## src/common/ssm_pkg.sv

```systemverilog
package ssm_pkg;

    ////////////////////////////////////////////////////////////////////////////////
    // Power-up muting and output sequencing.

    // Output cycles counted while muted, the last count value before release.
    localparam logic [6:0] MUTE_LAST     = 7'h3F;
    // Master ticks come every second reference cycle, so outputs run at a quarter.
    localparam logic       PHASE_LAST    = 1'h1;

    // Sequencer states, one-hot.
    typedef enum logic [1:0]
    {
        ST_MUTED = 2'h1,
        ST_RUN   = 2'h2
    } ssm_state_t;

    ////////////////////////////////////////////////////////////////////////////////
    // Pseudorandom sequence and modulation code.

    localparam int          LFSR_W   = 15;
    localparam int          CODE_W   = 7;
    localparam logic [14:0] LFSR_SEED = 15'h0001;
    // Feedback taps for a maximal-length 15-bit register.
    localparam int          TAP_HI   = 14;
    localparam int          TAP_LO   = 13;
    // Midscale code that holds the oscillator at its centre frequency.
    localparam logic [6:0]  CODE_MID = 7'h40;

    ////////////////////////////////////////////////////////////////////////////////
    // Rate divider, last count value for each setting.

    localparam logic [5:0] DIV_LAST_16 = 6'h0F;
    localparam logic [5:0] DIV_LAST_32 = 6'h1F;
    localparam logic [5:0] DIV_LAST_64 = 6'h3F;

    // Decoded three-state level of the rate-select pin.
    typedef struct packed
    {
        logic low;
        logic mid;
        logic high;
    } ssm_rate_t;

    localparam ssm_rate_t RATE_RST = '{low: 1'b0, mid: 1'b1, high: 1'b0};

    // Toggle detector: window in output cycles and accepted edge counts.
    localparam logic [5:0] AC_WIN_LAST = 6'h3F;
    localparam logic [7:0] AC_MIN      = 8'h60;
    localparam logic [7:0] AC_MAX      = 8'hA0;

    ////////////////////////////////////////////////////////////////////////////////
    // Register map.

    localparam int          ADDR_W      = 4;
    localparam logic [3:0]  ADDR_CTRL   = 4'h0;
    localparam logic [3:0]  ADDR_STATUS = 4'h4;
    localparam logic [3:0]  ADDR_LFSR   = 4'h8;
    localparam logic [1:0]  RESP_OKAY   = 2'h0;
    localparam logic [1:0]  RESP_SLVERR = 2'h2;

    // Control field positions.
    localparam int CTRL_QUAD_BIT = 0;
    localparam int CTRL_OFF_BIT  = 1;
    // Status field positions.
    localparam int STAT_MUTED_BIT  = 0;
    localparam int STAT_ACTIVE_BIT = 1;
    localparam int STAT_AC_BIT     = 2;
    localparam int STAT_RATE_LSB   = 4;
    localparam int STAT_CODE_LSB   = 8;

    // Last count of the rate divider for a decoded rate-select level.
    function automatic logic [5:0] ssm_div_last(input ssm_rate_t r);
        logic [5:0] v;
        v = DIV_LAST_32;
        if (r.low)
        begin
            v = DIV_LAST_16;
        end
        else if (r.high)
        begin
            v = DIV_LAST_64;
        end
        return v;
    endfunction

endpackage

```

## src/logic/ssm_core.sv

```systemverilog
// Local design decisions: the placing of the registers and the AXI4-Lite register port.
`timescale 1ns/1ps

module ssm_core
(
    // Clock and reset.
    input  wire logic                         ref_clk_in,
    input  wire logic                         arst_n_in,
    // Rate-select pin comparators.
    input  wire logic                         rate_pin_low_in,
    input  wire logic                         rate_pin_high_in,
    // Output clocks and modulation.
    output logic                              clock_out_a_out,
    output logic                              clock_out_b_out,
    output logic [ssm_pkg::CODE_W-1:0]        modulation_dac_out,
    output logic                              spread_active_out,
    // AXI4-Lite write address and data.
    input  wire logic                         s_axi_awvalid_in,
    output logic                              s_axi_awready_out,
    input  wire logic [ssm_pkg::ADDR_W-1:0]   s_axi_awaddr_in,
    input  wire logic                         s_axi_wvalid_in,
    output logic                              s_axi_wready_out,
    input  wire logic [31:0]                  s_axi_wdata_in,
    input  wire logic [3:0]                   s_axi_wstrb_in,
    // AXI4-Lite write response.
    output logic                              s_axi_bvalid_out,
    input  wire logic                         s_axi_bready_in,
    output logic [1:0]                        s_axi_bresp_out,
    // AXI4-Lite read.
    input  wire logic                         s_axi_arvalid_in,
    output logic                              s_axi_arready_out,
    input  wire logic [ssm_pkg::ADDR_W-1:0]   s_axi_araddr_in,
    output logic                              s_axi_rvalid_out,
    input  wire logic                         s_axi_rready_in,
    output logic [31:0]                       s_axi_rdata_out,
    output logic [1:0]                        s_axi_rresp_out
);

    // All state of the core.
    typedef struct packed
    {
        ssm_pkg::ssm_state_t state;     // Muted or running.
        logic                phase;     // Master tick divider.
        logic                int_a;     // Internal first clock, runs while muted.
        logic                out_a;     // Gated first output.
        logic                out_b;     // Gated second output.
        logic [6:0]          mute_cnt;  // Output cycles seen while muted.
        logic [5:0]          div_cnt;   // Rate divider count.
        logic [6:0]          code;      // Modulation code.
        logic                active;    // Modulation running.
        logic                quad;      // Variant select, 1 gives quadrature.
        logic                spread_off;// Software disable of modulation.
        logic                awready;
        logic                wready;
        logic                aw_full;
        logic                w_full;
        logic [3:0]          awaddr;
        logic [31:0]         wdata;
        logic [3:0]          wstrb;
        logic                bvalid;
        logic [1:0]          bresp;
        logic                arready;
        logic                rvalid;
        logic [31:0]         rdata;
        logic [1:0]          rresp;
    } ssm_core_st_t;

    localparam ssm_core_st_t CORE_RST = '{
        state:   ssm_pkg::ST_MUTED,
        code:    ssm_pkg::CODE_MID,
        awready: 1'b1,
        wready:  1'b1,
        arready: 1'b1,
        default: '0
    };

    ssm_core_st_t       st_q;        // Registered state.
    ssm_core_st_t       st_d;        // Next state.
    logic [14:0]        lfsr;        // Shift register contents.
    ssm_pkg::ssm_rate_t rate;        // Latched rate-select level.
    logic               ac_det;      // Clock seen on the rate pin.
    logic               tick;        // Master oscillator edge.
    logic               cycle_evt;   // Rising edge of the internal first clock.
    logic               shift_en;    // Shift register clock.
    logic               mute_done;   // Last muted cycle.
    logic [31:0]        status_word; // Status read value.

    ////////////////////////////////////////////////////////////////////////////////
    // Shared event terms.
    always_comb
    begin
        tick      = st_q.phase == ssm_pkg::PHASE_LAST;
        cycle_evt = tick && !st_q.int_a;
        mute_done = cycle_evt && (st_q.state == ssm_pkg::ST_MUTED) &&
                    (st_q.mute_cnt == ssm_pkg::MUTE_LAST);
        shift_en  = cycle_evt && (st_q.state == ssm_pkg::ST_RUN) &&
                    (st_q.div_cnt == ssm_pkg::ssm_div_last(rate));
    end

    // Status word, reserved bits zero.
    always_comb
    begin
        status_word = '0;
        status_word[ssm_pkg::STAT_MUTED_BIT]  = st_q.state == ssm_pkg::ST_MUTED;
        status_word[ssm_pkg::STAT_ACTIVE_BIT] = st_q.active;
        status_word[ssm_pkg::STAT_AC_BIT]     = ac_det;
        status_word[ssm_pkg::STAT_RATE_LSB +: 3] = rate;
        status_word[ssm_pkg::STAT_CODE_LSB +: ssm_pkg::CODE_W] = st_q.code;
    end

    ////////////////////////////////////////////////////////////////////////////////
    // Submodules.

    // Pseudorandom sequence source.
    ssm_lfsr u_lfsr
    (
        .ref_clk_in  (ref_clk_in),
        .arst_n_in   (arst_n_in),
        .shift_en_in (shift_en),
        .lfsr_out    (lfsr)
    );

    // Rate-select decode and toggle detector, which is how feedback disables spreading.
    ssm_rate_decode u_dec
    (
        .ref_clk_in    (ref_clk_in),
        .arst_n_in     (arst_n_in),
        .pin_low_in    (rate_pin_low_in),
        .pin_high_in   (rate_pin_high_in),
        .latch_en_in   (shift_en || mute_done),
        .cycle_tick_in (cycle_evt),
        .rate_out      (rate),
        .ac_det_out    (ac_det)
    );

    ////////////////////////////////////////////////////////////////////////////////
    // Clock generation, muting and modulation.
    always_comb
    begin
        st_d       = st_q;
        st_d.phase = ~st_q.phase;
        // Internal clock toggles on each master tick: half rate, equal halves.
        if (tick)
        begin
            st_d.int_a = ~st_q.int_a;
        end
        unique case (st_q.state)
            ssm_pkg::ST_MUTED:
            begin
                // Outputs stay low; the first output rises at release with a full half.
                st_d.out_a = mute_done;
                st_d.out_b = 1'b0;
                if (cycle_evt)
                begin
                    st_d.mute_cnt = st_q.mute_cnt + 7'h01;
                end
                if (mute_done)
                begin
                    st_d.state   = ssm_pkg::ST_RUN;
                    st_d.div_cnt = '0;
                end
            end
            ssm_pkg::ST_RUN:
            begin
                st_d.out_a = st_d.int_a;
                if (st_q.quad)
                begin
                    // One reference cycle late is a quarter output period.
                    st_d.out_b = st_q.int_a;
                end
                else
                begin
                    st_d.out_b = ~st_d.int_a;
                end
                if (cycle_evt)
                begin
                    st_d.div_cnt = shift_en ? 6'h00 : st_q.div_cnt + 6'h01;
                end
            end
        endcase
        // Modulation runs only when released, not disabled and no clock on the pin.
        st_d.active = (st_q.state == ssm_pkg::ST_RUN) && !ac_det && !st_q.spread_off;
        if (!st_d.active)
        begin
            st_d.code = ssm_pkg::CODE_MID;
        end
        else if (shift_en)
        begin
            // Full code range 0..127 spans 0.9 to 1.1 of centre; midscale is centre.
            st_d.code = lfsr[ssm_pkg::CODE_W-1:0];
        end

        ////////////////////////////////////////////////////////////////////////////
        // AXI4-Lite slave: address and data taken in either order.
        if (s_axi_awvalid_in && st_q.awready)
        begin
            st_d.awready = 1'b0;
            st_d.aw_full = 1'b1;
            st_d.awaddr  = s_axi_awaddr_in;
        end
        if (s_axi_wvalid_in && st_q.wready)
        begin
            st_d.wready = 1'b0;
            st_d.w_full = 1'b1;
            st_d.wdata  = s_axi_wdata_in;
            st_d.wstrb  = s_axi_wstrb_in;
        end
        // Perform the write once both halves are held.
        if (st_q.aw_full && st_q.w_full && !st_q.bvalid)
        begin
            st_d.aw_full = 1'b0;
            st_d.w_full  = 1'b0;
            st_d.bvalid  = 1'b1;
            st_d.bresp   = ssm_pkg::RESP_OKAY;
            if (st_q.awaddr == ssm_pkg::ADDR_CTRL)
            begin
                if (st_q.wstrb[0])
                begin
                    st_d.quad       = st_q.wdata[ssm_pkg::CTRL_QUAD_BIT];
                    st_d.spread_off = st_q.wdata[ssm_pkg::CTRL_OFF_BIT];
                end
            end
            else if ((st_q.awaddr != ssm_pkg::ADDR_STATUS) &&
                     (st_q.awaddr != ssm_pkg::ADDR_LFSR))
            begin
                // Unmapped addresses answer with an error and change nothing.
                st_d.bresp = ssm_pkg::RESP_SLVERR;
            end
        end
        // Response accepted: reopen both channels.
        if (st_q.bvalid && s_axi_bready_in)
        begin
            st_d.bvalid  = 1'b0;
            st_d.awready = 1'b1;
            st_d.wready  = 1'b1;
        end
        // Read: data is ready the cycle after the address is taken.
        if (s_axi_arvalid_in && st_q.arready)
        begin
            st_d.arready = 1'b0;
            st_d.rvalid  = 1'b1;
            st_d.rresp   = ssm_pkg::RESP_OKAY;
            st_d.rdata   = '0;
            if (s_axi_araddr_in == ssm_pkg::ADDR_CTRL)
            begin
                st_d.rdata[ssm_pkg::CTRL_QUAD_BIT] = st_q.quad;
                st_d.rdata[ssm_pkg::CTRL_OFF_BIT]  = st_q.spread_off;
            end
            else if (s_axi_araddr_in == ssm_pkg::ADDR_STATUS)
            begin
                st_d.rdata = status_word;
            end
            else if (s_axi_araddr_in == ssm_pkg::ADDR_LFSR)
            begin
                st_d.rdata[ssm_pkg::LFSR_W-1:0] = lfsr;
            end
            else
            begin
                st_d.rresp = ssm_pkg::RESP_SLVERR;
            end
        end
        if (st_q.rvalid && s_axi_rready_in)
        begin
            st_d.rvalid  = 1'b0;
            st_d.arready = 1'b1;
        end
    end

    ////////////////////////////////////////////////////////////////////////////////
    // Register the state; power-up reset is the only reset.
    always_ff @(posedge ref_clk_in or negedge arst_n_in)
    begin
        if (!arst_n_in)
        begin
            st_q <= CORE_RST;
        end
        else
        begin
            st_q <= st_d;
        end
    end

    ////////////////////////////////////////////////////////////////////////////////
    // Outputs, each straight from a flip-flop.
    assign clock_out_a_out    = st_q.out_a;
    assign clock_out_b_out    = st_q.out_b;
    assign modulation_dac_out = st_q.code;
    assign spread_active_out  = st_q.active;
    assign s_axi_awready_out  = st_q.awready;
    assign s_axi_wready_out   = st_q.wready;
    assign s_axi_bvalid_out   = st_q.bvalid;
    assign s_axi_bresp_out    = st_q.bresp;
    assign s_axi_arready_out  = st_q.arready;
    assign s_axi_rvalid_out   = st_q.rvalid;
    assign s_axi_rdata_out    = st_q.rdata;
    assign s_axi_rresp_out    = st_q.rresp;

endmodule

```

## src/logic/ssm_lfsr.sv

```systemverilog
`timescale 1ns/1ps

// Fifteen-bit Fibonacci shift register that advances on each shift enable.
module ssm_lfsr
(
    // Clock and reset.
    input  wire logic        ref_clk_in,
    input  wire logic        arst_n_in,
    // Control.
    input  wire logic        shift_en_in,
    // Register contents.
    output logic [14:0]      lfsr_out
);

    // All state of this module.
    typedef struct packed
    {
        logic [14:0] sr;
    } ssm_lfsr_st_t;

    ssm_lfsr_st_t st_q;  // Registered state.
    ssm_lfsr_st_t st_d;  // Next state.

    ////////////////////////////////////////////////////////////////////////////////
    // Shift with maximal-length feedback, the period is two to the fifteenth minus one.
    always_comb
    begin
        st_d = st_q;
        if (shift_en_in)
        begin
            st_d.sr = {st_q.sr[13:0],
                       st_q.sr[ssm_pkg::TAP_HI] ^ st_q.sr[ssm_pkg::TAP_LO]};
        end
    end

    // Register the state; the seed is never all zeros so the sequence cannot lock.
    always_ff @(posedge ref_clk_in or negedge arst_n_in)
    begin
        if (!arst_n_in)
        begin
            st_q.sr <= ssm_pkg::LFSR_SEED;
        end
        else
        begin
            st_q <= st_d;
        end
    end

    assign lfsr_out = st_q.sr;

endmodule

```

## src/logic/ssm_rate_decode.sv

```systemverilog
`timescale 1ns/1ps

// Decodes and latches the rate-select level and watches the pin for a clock.
module ssm_rate_decode
(
    // Clock and reset.
    input  wire logic              ref_clk_in,
    input  wire logic              arst_n_in,
    // Rate-select pin comparators.
    input  wire logic              pin_low_in,
    input  wire logic              pin_high_in,
    // Timing from the core.
    input  wire logic              latch_en_in,
    input  wire logic              cycle_tick_in,
    // Results.
    output ssm_pkg::ssm_rate_t     rate_out,
    output logic                   ac_det_out
);

    // All state of this module.
    typedef struct packed
    {
        ssm_pkg::ssm_rate_t rate;
        logic               prev;
        logic [5:0]         win;
        logic [7:0]         edges;
        logic               ac_det;
    } ssm_dec_st_t;

    localparam ssm_dec_st_t DEC_RST = '{rate: ssm_pkg::RATE_RST, default: '0};

    ssm_dec_st_t st_q;  // Registered state.
    ssm_dec_st_t st_d;  // Next state.

    ////////////////////////////////////////////////////////////////////////////////
    // Latch the level only at divider boundaries so N never changes mid-count.
    always_comb
    begin
        st_d      = st_q;
        st_d.prev = pin_high_in;
        if (latch_en_in)
        begin
            st_d.rate.low  = pin_low_in && !pin_high_in;
            st_d.rate.high = pin_high_in && !pin_low_in;
            st_d.rate.mid  = pin_low_in == pin_high_in;
        end
        // Count pin edges, saturating, over a fixed window of output cycles.
        if ((pin_high_in != st_q.prev) && (st_q.edges != 8'hFF))
        begin
            st_d.edges = st_q.edges + 8'h01;
        end
        if (cycle_tick_in)
        begin
            st_d.win = st_q.win + 6'h01;
            if (st_q.win == ssm_pkg::AC_WIN_LAST)
            begin
                // An output clock gives two edges per cycle; accept a band around it.
                st_d.ac_det = (st_q.edges >= ssm_pkg::AC_MIN) &&
                              (st_q.edges <= ssm_pkg::AC_MAX);
                st_d.edges  = '0;
            end
        end
    end

    // Register the state.
    always_ff @(posedge ref_clk_in or negedge arst_n_in)
    begin
        if (!arst_n_in)
        begin
            st_q <= DEC_RST;
        end
        else
        begin
            st_q <= st_d;
        end
    end

    assign rate_out   = st_q.rate;
    assign ac_det_out = st_q.ac_det;

endmodule

```

## config.mk

```make
export PLATFORM = sky130hd
export DESIGN_NAME = ssm_core
export DESIGN_NICKNAME = d
export VERILOG_FILES = /design/src/common/ssm_pkg.sv /design/src/logic/ssm_core.sv /design/src/logic/ssm_lfsr.sv /design/src/logic/ssm_rate_decode.sv
export SDC_FILE = /design/constraint.sdc
export NUM_CORES = 1
export LEC_CHECK = 0
export BUFFER_PORTS_ARGS = -buffer_cell sky130_fd_sc_hd__buf_4
export CORE_ASPECT_RATIO = 0.7
export CORE_MARGIN = 8
export CORE_UTILIZATION = 49
export CTS_CLUSTER_DIAMETER = 100
export DETAILED_ROUTE_END_ITERATION = 12
export GPL_ROUTABILITY_DRIVEN = 0
export PLACE_DENSITY_LB_ADDON = 0.15
export SYNTH_ARGS = -nofsm -noshare
export SYNTH_HDL_FRONTEND = slang
export SYNTH_SLANG_ARGS = --single-unit
```

## constraint.sdc

```tcl
create_clock -name ref_clk_in -period 2.4 [get_ports ref_clk_in]
set_input_delay 0.48 -clock ref_clk_in [delete_from_list [all_inputs] [get_ports ref_clk_in]]
set_output_delay 0.48 -clock ref_clk_in [all_outputs]
set_load 0.02 [all_outputs]
```

## After elaboration in Yosys (flattened, before gate mapping)

Index checks and enable logic that the tools add are counted.

- Flip-flop bits (word level): 113
- Input port bits: 53
- Output and inout bits: 51
- Logic and storage cells: 129

- Add/sub/neg operators: 4
- Order comparisons: 2
- Equality and inequality tests: 15
- Muxes and demuxes: 33
- Bitwise operators: 4
- Reduce and logical (&&, ||, !) cells: 39

Operator list:

| cell | count |
|---|---|
| $mux 36 | 1 |
| $mux 15 | 2 |
| $mux 6 | 5 |
| $logic_and 1x1->1 | 19 |
| $mux 2 | 9 |
| $mux 9 | 2 |
| $mux 7 | 2 |
| $mux 13 | 1 |
| $add 6x1->6 const B | 2 |
| $pmux 6 s2 | 1 |
| $reduce_bool 2->1 | 6 |
| $add 8x1->8 const B | 1 |
| $ge 8x7->1 const B | 1 |
| $le 8x8->1 const B | 1 |
| $logic_not 4->1 | 2 |
| $mux 8 | 1 |
| $ne 8x8->1 const B | 1 |
| $reduce_and 2->1 | 4 |
| $add 7x1->7 const B | 1 |
| $eq 7x6->1 const B | 1 |
| $mux 1 | 7 |
| $eq 6x6->1 | 1 |
| $eq 6x6->1 const B | 1 |
| $logic_not 1->1 | 6 |
| other kinds (16) | 19 |

## Depth between registers and ports, before layout

- Word-level depth: 7
- Gate-level depth with buffers: 8
- Depth with buffers taken out: 6

## By module

From an unflattened synthesis, not the netlist that was laid out.

- Cells, all modules: 419
- Area, all modules: 4,600.7 um^2

By module, submodules not included:

| module | instances | cells each | area each (um^2) | seq. area each (um^2) |
|---|---|---|---|---|
| ssm_core | 1 | 296 | 3,025.4 | 1,507.7 |
| ssm_rate_decode | 1 | 89 | 962.2 | 476.7 |
| ssm_lfsr | 1 | 34 | 613.1 | 376.6 |

## Least setup slack after synthesis

No wires, ideal clock.

- Kind: register to register
- From: reg st_q[110] (netlist name)
- To: reg u_dec.st_q (netlist bit u_dec.rate_out[0])
- Setup time: 0.125 ns
- Arrival time: 1.633 ns
- Required time: 2.275 ns
- Slack: 0.642 ns
- Stages on the path, launching flop included: 6
- Path buffers: 0
- Period minus slack after synthesis: 1.758 ns
- Cells stage by stage: dfstp_2 nor2b_4 nand3_2 or3_4 and2_4 mux2_4

- Word-level cells in the longest chain between the ends: 4
- Elaborated cells on any way between the ends: 7
- Classes of those cells: eq/ne (2); reduce/logical (5)

Ends and longest elaborated chain:

| what | line | source |
|---|---|---|
| from (decl) | ssm_core.sv:77 | `ssm_core_st_t st_q;` |
| from (signal assigned) | ssm_core.sv:279 | `st_q <= st_d;` |
| $eq 2x2->1 / $eq 2x1->1 (equally long branches) | ssm_core.sv:96, ssm_core.sv:94 |  |
| $logic_and 1x1->1, on equally long branches (2 in a row) | ssm_core.sv:96, ssm_core.sv:94 |  |
| $logic_or 1x1->1 * | ssm_core.sv:130 | `.latch_en_in (shift_en \|\| mute_done),` |
| to (signal assigned) | ssm_rate_decode.sv:74 | `st_q <= st_d;` |
| to (decl) | ssm_rate_decode.sv:32 | `ssm_dec_st_t st_q;` |

Mark *: on every way between the ends. The rest lies on a longest branch, timed or not.
A chain may end at the register's enable or synchronous reset.

==> metrics.md <==
| Metric | Value |
|---|---|
| Outcome | `finished clean` |
| Cells after DPL | `about 580` |
| # resized after CTS | `0` |
| Mapped cell area | `about 0.0044 mm^2` |
| Grt ovf | `0` |
| Die Height | `95.04 um` |
| Area delta synth->final | `13.76%` |
| DR DRC count | `0` |
| Setup TNS Final | `0 ns` |
| Final non-filler cell total | `~590` |
| Yosys warns | `0` |
| CTS HTree Levels | `3` |
| Clock tree root driver cell | `clkbuf_16` |
| Switching Power | `around 1.1 mW` |
| Layout cells sized above 1 | `22.55%` |
| Worst Path Arrival | `2.17 ns` |
| Initial antenna violation count | `0` |
| Die area | `0.01225 mm^2` |
| Core ar. | `approximately 0.0089 mm^2` |
| Clock skew | `about 0.0092 ns` |
| Max Fclk | `just over 0.5 GHz` |
| Kind of critical path | `reg2reg` |
| IO Port Bufs | `51` |
| Sequential share of the synthesized area | `53.99%` |
| Skew-Pair Late Insertion Delay | `approximately 0.34 ns` |
| CTS Hold Buffers Added | `0` |
| Yosys cell types | `43` |
| Mapped Cells | `429` |
| Fin nets | `526` |
| Worst slew pin tran | `around 0.6 ns` |
| Max Fanout on Critical Path | `7` |
| Dpl cell area | `~0.0047 mm^2` |
| CTS max path bufs | `2` |
| Rows | `29` |
| Fin Hold WS | `around 0.15 ns` |
| Seq pwr share | `between 50% and 60%` |
| Pwr dens | `about 800 mW/mm^2` |
| Comb pwr share | `between 10% and 20%` |
| Number of global-route vias before repair | `2858` |
| Clock power share | `33.8%` |
| Max-slew violations | `0` |
| Largest net degree at the start of global routing | `48` |
| Drt via density | `just under 5` |
| Max-cap violation count | `0` |
| Syn_area_per_cell | `about 10 um^2` |
| Total number of vias | `around 3000` |
| Postcts setup bufs | `0` |
| Sink Count | `94` |
| Clock-pin slew on the worst setup and hold paths | `roughly 0.060 ns` |
| CTS tree | `done` |
| Tightest Hold Check Type | `in2async` |
| LEAKAGE | `about 2.4 nW` |
| Setup violators final | `0` |
| I/O pin total | `104` |
| Antenna diodes | `0` |
| RSZ-0062 raised after global routing | `no` |
| R2R depth | `6` |
| Worst slew margin | `58.51%` |
| Starting Density | `49.39%` |
| Die width | `~130 um` |
| Cts bufs inserted | `9` |
| Async S/R FF share, synth | `between 90% and 100%` |
| 1st-iter DRT viols | `around 190` |
| Period utilization | `between 80% and 90%` |
| Max VDD drop | `between 500 and 600 uV` |
| Switching portion of total power | `28.02%` |
| Minimum clock period | `a little under 2 ns` |
| Total GRT Usage | `around 15%` |
| Worst Path Required | `approximately 2.6 ns` |
| Detailed Route WL | `approximately 8.5 mm` |
| Wire length per cell | `~14 um` |
| Post-synth EDFFs | `0` |
| Cell area after layout | `roughly 0.005 mm^2` |
| Final Hold Vio Count | `0` |
| Leading register cell type out of synthesis | `dfrtp_1` |
| Synthesis-stage register bit count | `94` |
| Dpl hpwl | `about 6.1 mm` |
| Post-route ant nets | `0` |
| Crit. End Element | `flop` |
| Pint | `about 2.9 mW` |
| First-pass detailed-route iteration total | `4` |
| Crit path launch type | `flop` |
| First-pass GRT wire length | `roughly 14 mm` |
-- registers in the layout (all words and copies together), names as in the netlist, 3 cells and up --
signal,cells
modulation_dac_out,7
s_axi_rdata_out,15
st_q,27
u_dec.rate_out,3
u_dec.st_q,15
u_lfsr.lfsr_out,15
-- power groups by stage --
| stage | Combinational (mW) | Clock (mW) | Sequential, mW |
|---|---|---|---|
| floorplan | 0.472 | 0 | 2.00 |
| global placement | 0.637 | 0 | 2.01 |
| detailed placement | 0.651 | 0 | 2.02 |
| CTS | 0.652 | 1.39 | 1.99 |
| global route | 0.723 | 1.46 | 2.02 |
| finish | 0.642 | 1.35 | 1.99 |
-- synthesized netlist by cell type, types with 2 or more instances --
master	count	share of area (%)
nand3_1	10	1.1
and3_1	4	0.57
a31oi_1	5	0.72
buf_4	43	7.4
buf_2	3	0.34
nor2_1	23	2.0
o21ai_1	2	0.23
inv_1	16	1.4
clkbuf_1	9	0.77
a41oi_1	2	0.40
xnor2_1	10	2.0
ha_1	8	2.3
o21ai_0	22	2.5
nand2b_1	4	0.57
nor3_1	4	0.46
a21oi_1	19	2.2
nand4_1	5	0.72
and2_1	3	0.43
xor2_1	9	1.8
dfrtp_1	87	50
o31ai_1	4	0.69
o21bai_1	2	0.34
or3_1	3	0.43
mux2i_1	3	0.69
nand2_1	82	7.0
mux2_2	12	3.1
dfstp_2	7	4.2
mux2_4	3	1.0
a22oi_1	11	1.9
-- cell usage in the layout, fill, tap and decap left out, types with 9 or more instances in the layout --
cell type  Yosys  routed
nand3_1       10      10
nor2_1        23      23
a22oi_1       11      11
nand2_1       82      82
mux2_2        12      12
inv_1         16      16
a21oi_1       19      19
xnor2_1       10      10
o21ai_0       22      22
xor2_1         9       9
clkbuf_16      0       9
conb_1         1      19
buf_4         43      62
dfrtp_1       87      87
-- worst paths after layout --
path,startpoint,end,slack [ns]
max in group asynchronous,arst_n_in,s_axi_wready_out,1.52
min in group ref_clk_in,rate_pin_high_in,u_dec.st_q[15],0.29
min,arst_n_in,u_dec.st_q[7],0.15
max reg2reg,u_dec.st_q[1],u_dec.st_q[7],0.46
min reg2reg,tick,tick,0.43
max,u_dec.st_q[1],u_dec.st_q[7],0.46
-- final cells by class --
| type | instances | area, um^2 |
|---|---|---|
| fill | 811 | 3879 |
| clock inverter | 5 | 32.53 |
| timing repair buffer | 62 | 465.4 |
| inverter | 16 | 60.06 |
| clock buffer | 11 | 252.7 |
| sequential | 94 | 2361 |
| multi-input combinational | 282 | 1648 |
| tap | 124 | 155.1 |
-- metrics by stage --
step | power [mW] | worst slack, ns | utilization (%)
2_1_floorplan | 2.467 | 0.6421 | -
3_3_place_gp | 2.648 | 0.4701 | 52.97
3_5_place_dp | 2.671 | 0.4729 | 52.97
4_1_cts | 4.033 | 0.4567 | 56.19
5_1_grt | 4.202 | 0.3218 | 56.19
6_report | 3.984 | 0.4635 | 56.19
-- per-layer routing --
metal  track usage [%]  share of wire (%)
met5                 0                  0
met4             4.674                1.2
met3             4.637                7.0
met2             21.15                 42
met1             20.72                 50
-- critical path, stage by stage (launching register included) --
cell	delay (ns)
dfrtp_1	0.43
ha_1	0.27
and4_1	0.21
a41oi_1	0.54
nand3_1	0.17
xor2_1	0.18
nor2_1	0.05
-- cells by family after synthesis --
group / synth area share (%)
mux: 4.807
other cells: 0.08575
fa+ha+maj: 2.289
compound gates: 9.500
buf+inv: 9.871
simple gates: 15.65
flops: 53.99
xor+xnor: 3.805
Note: power is estimated with default switching activity, not from simulation.
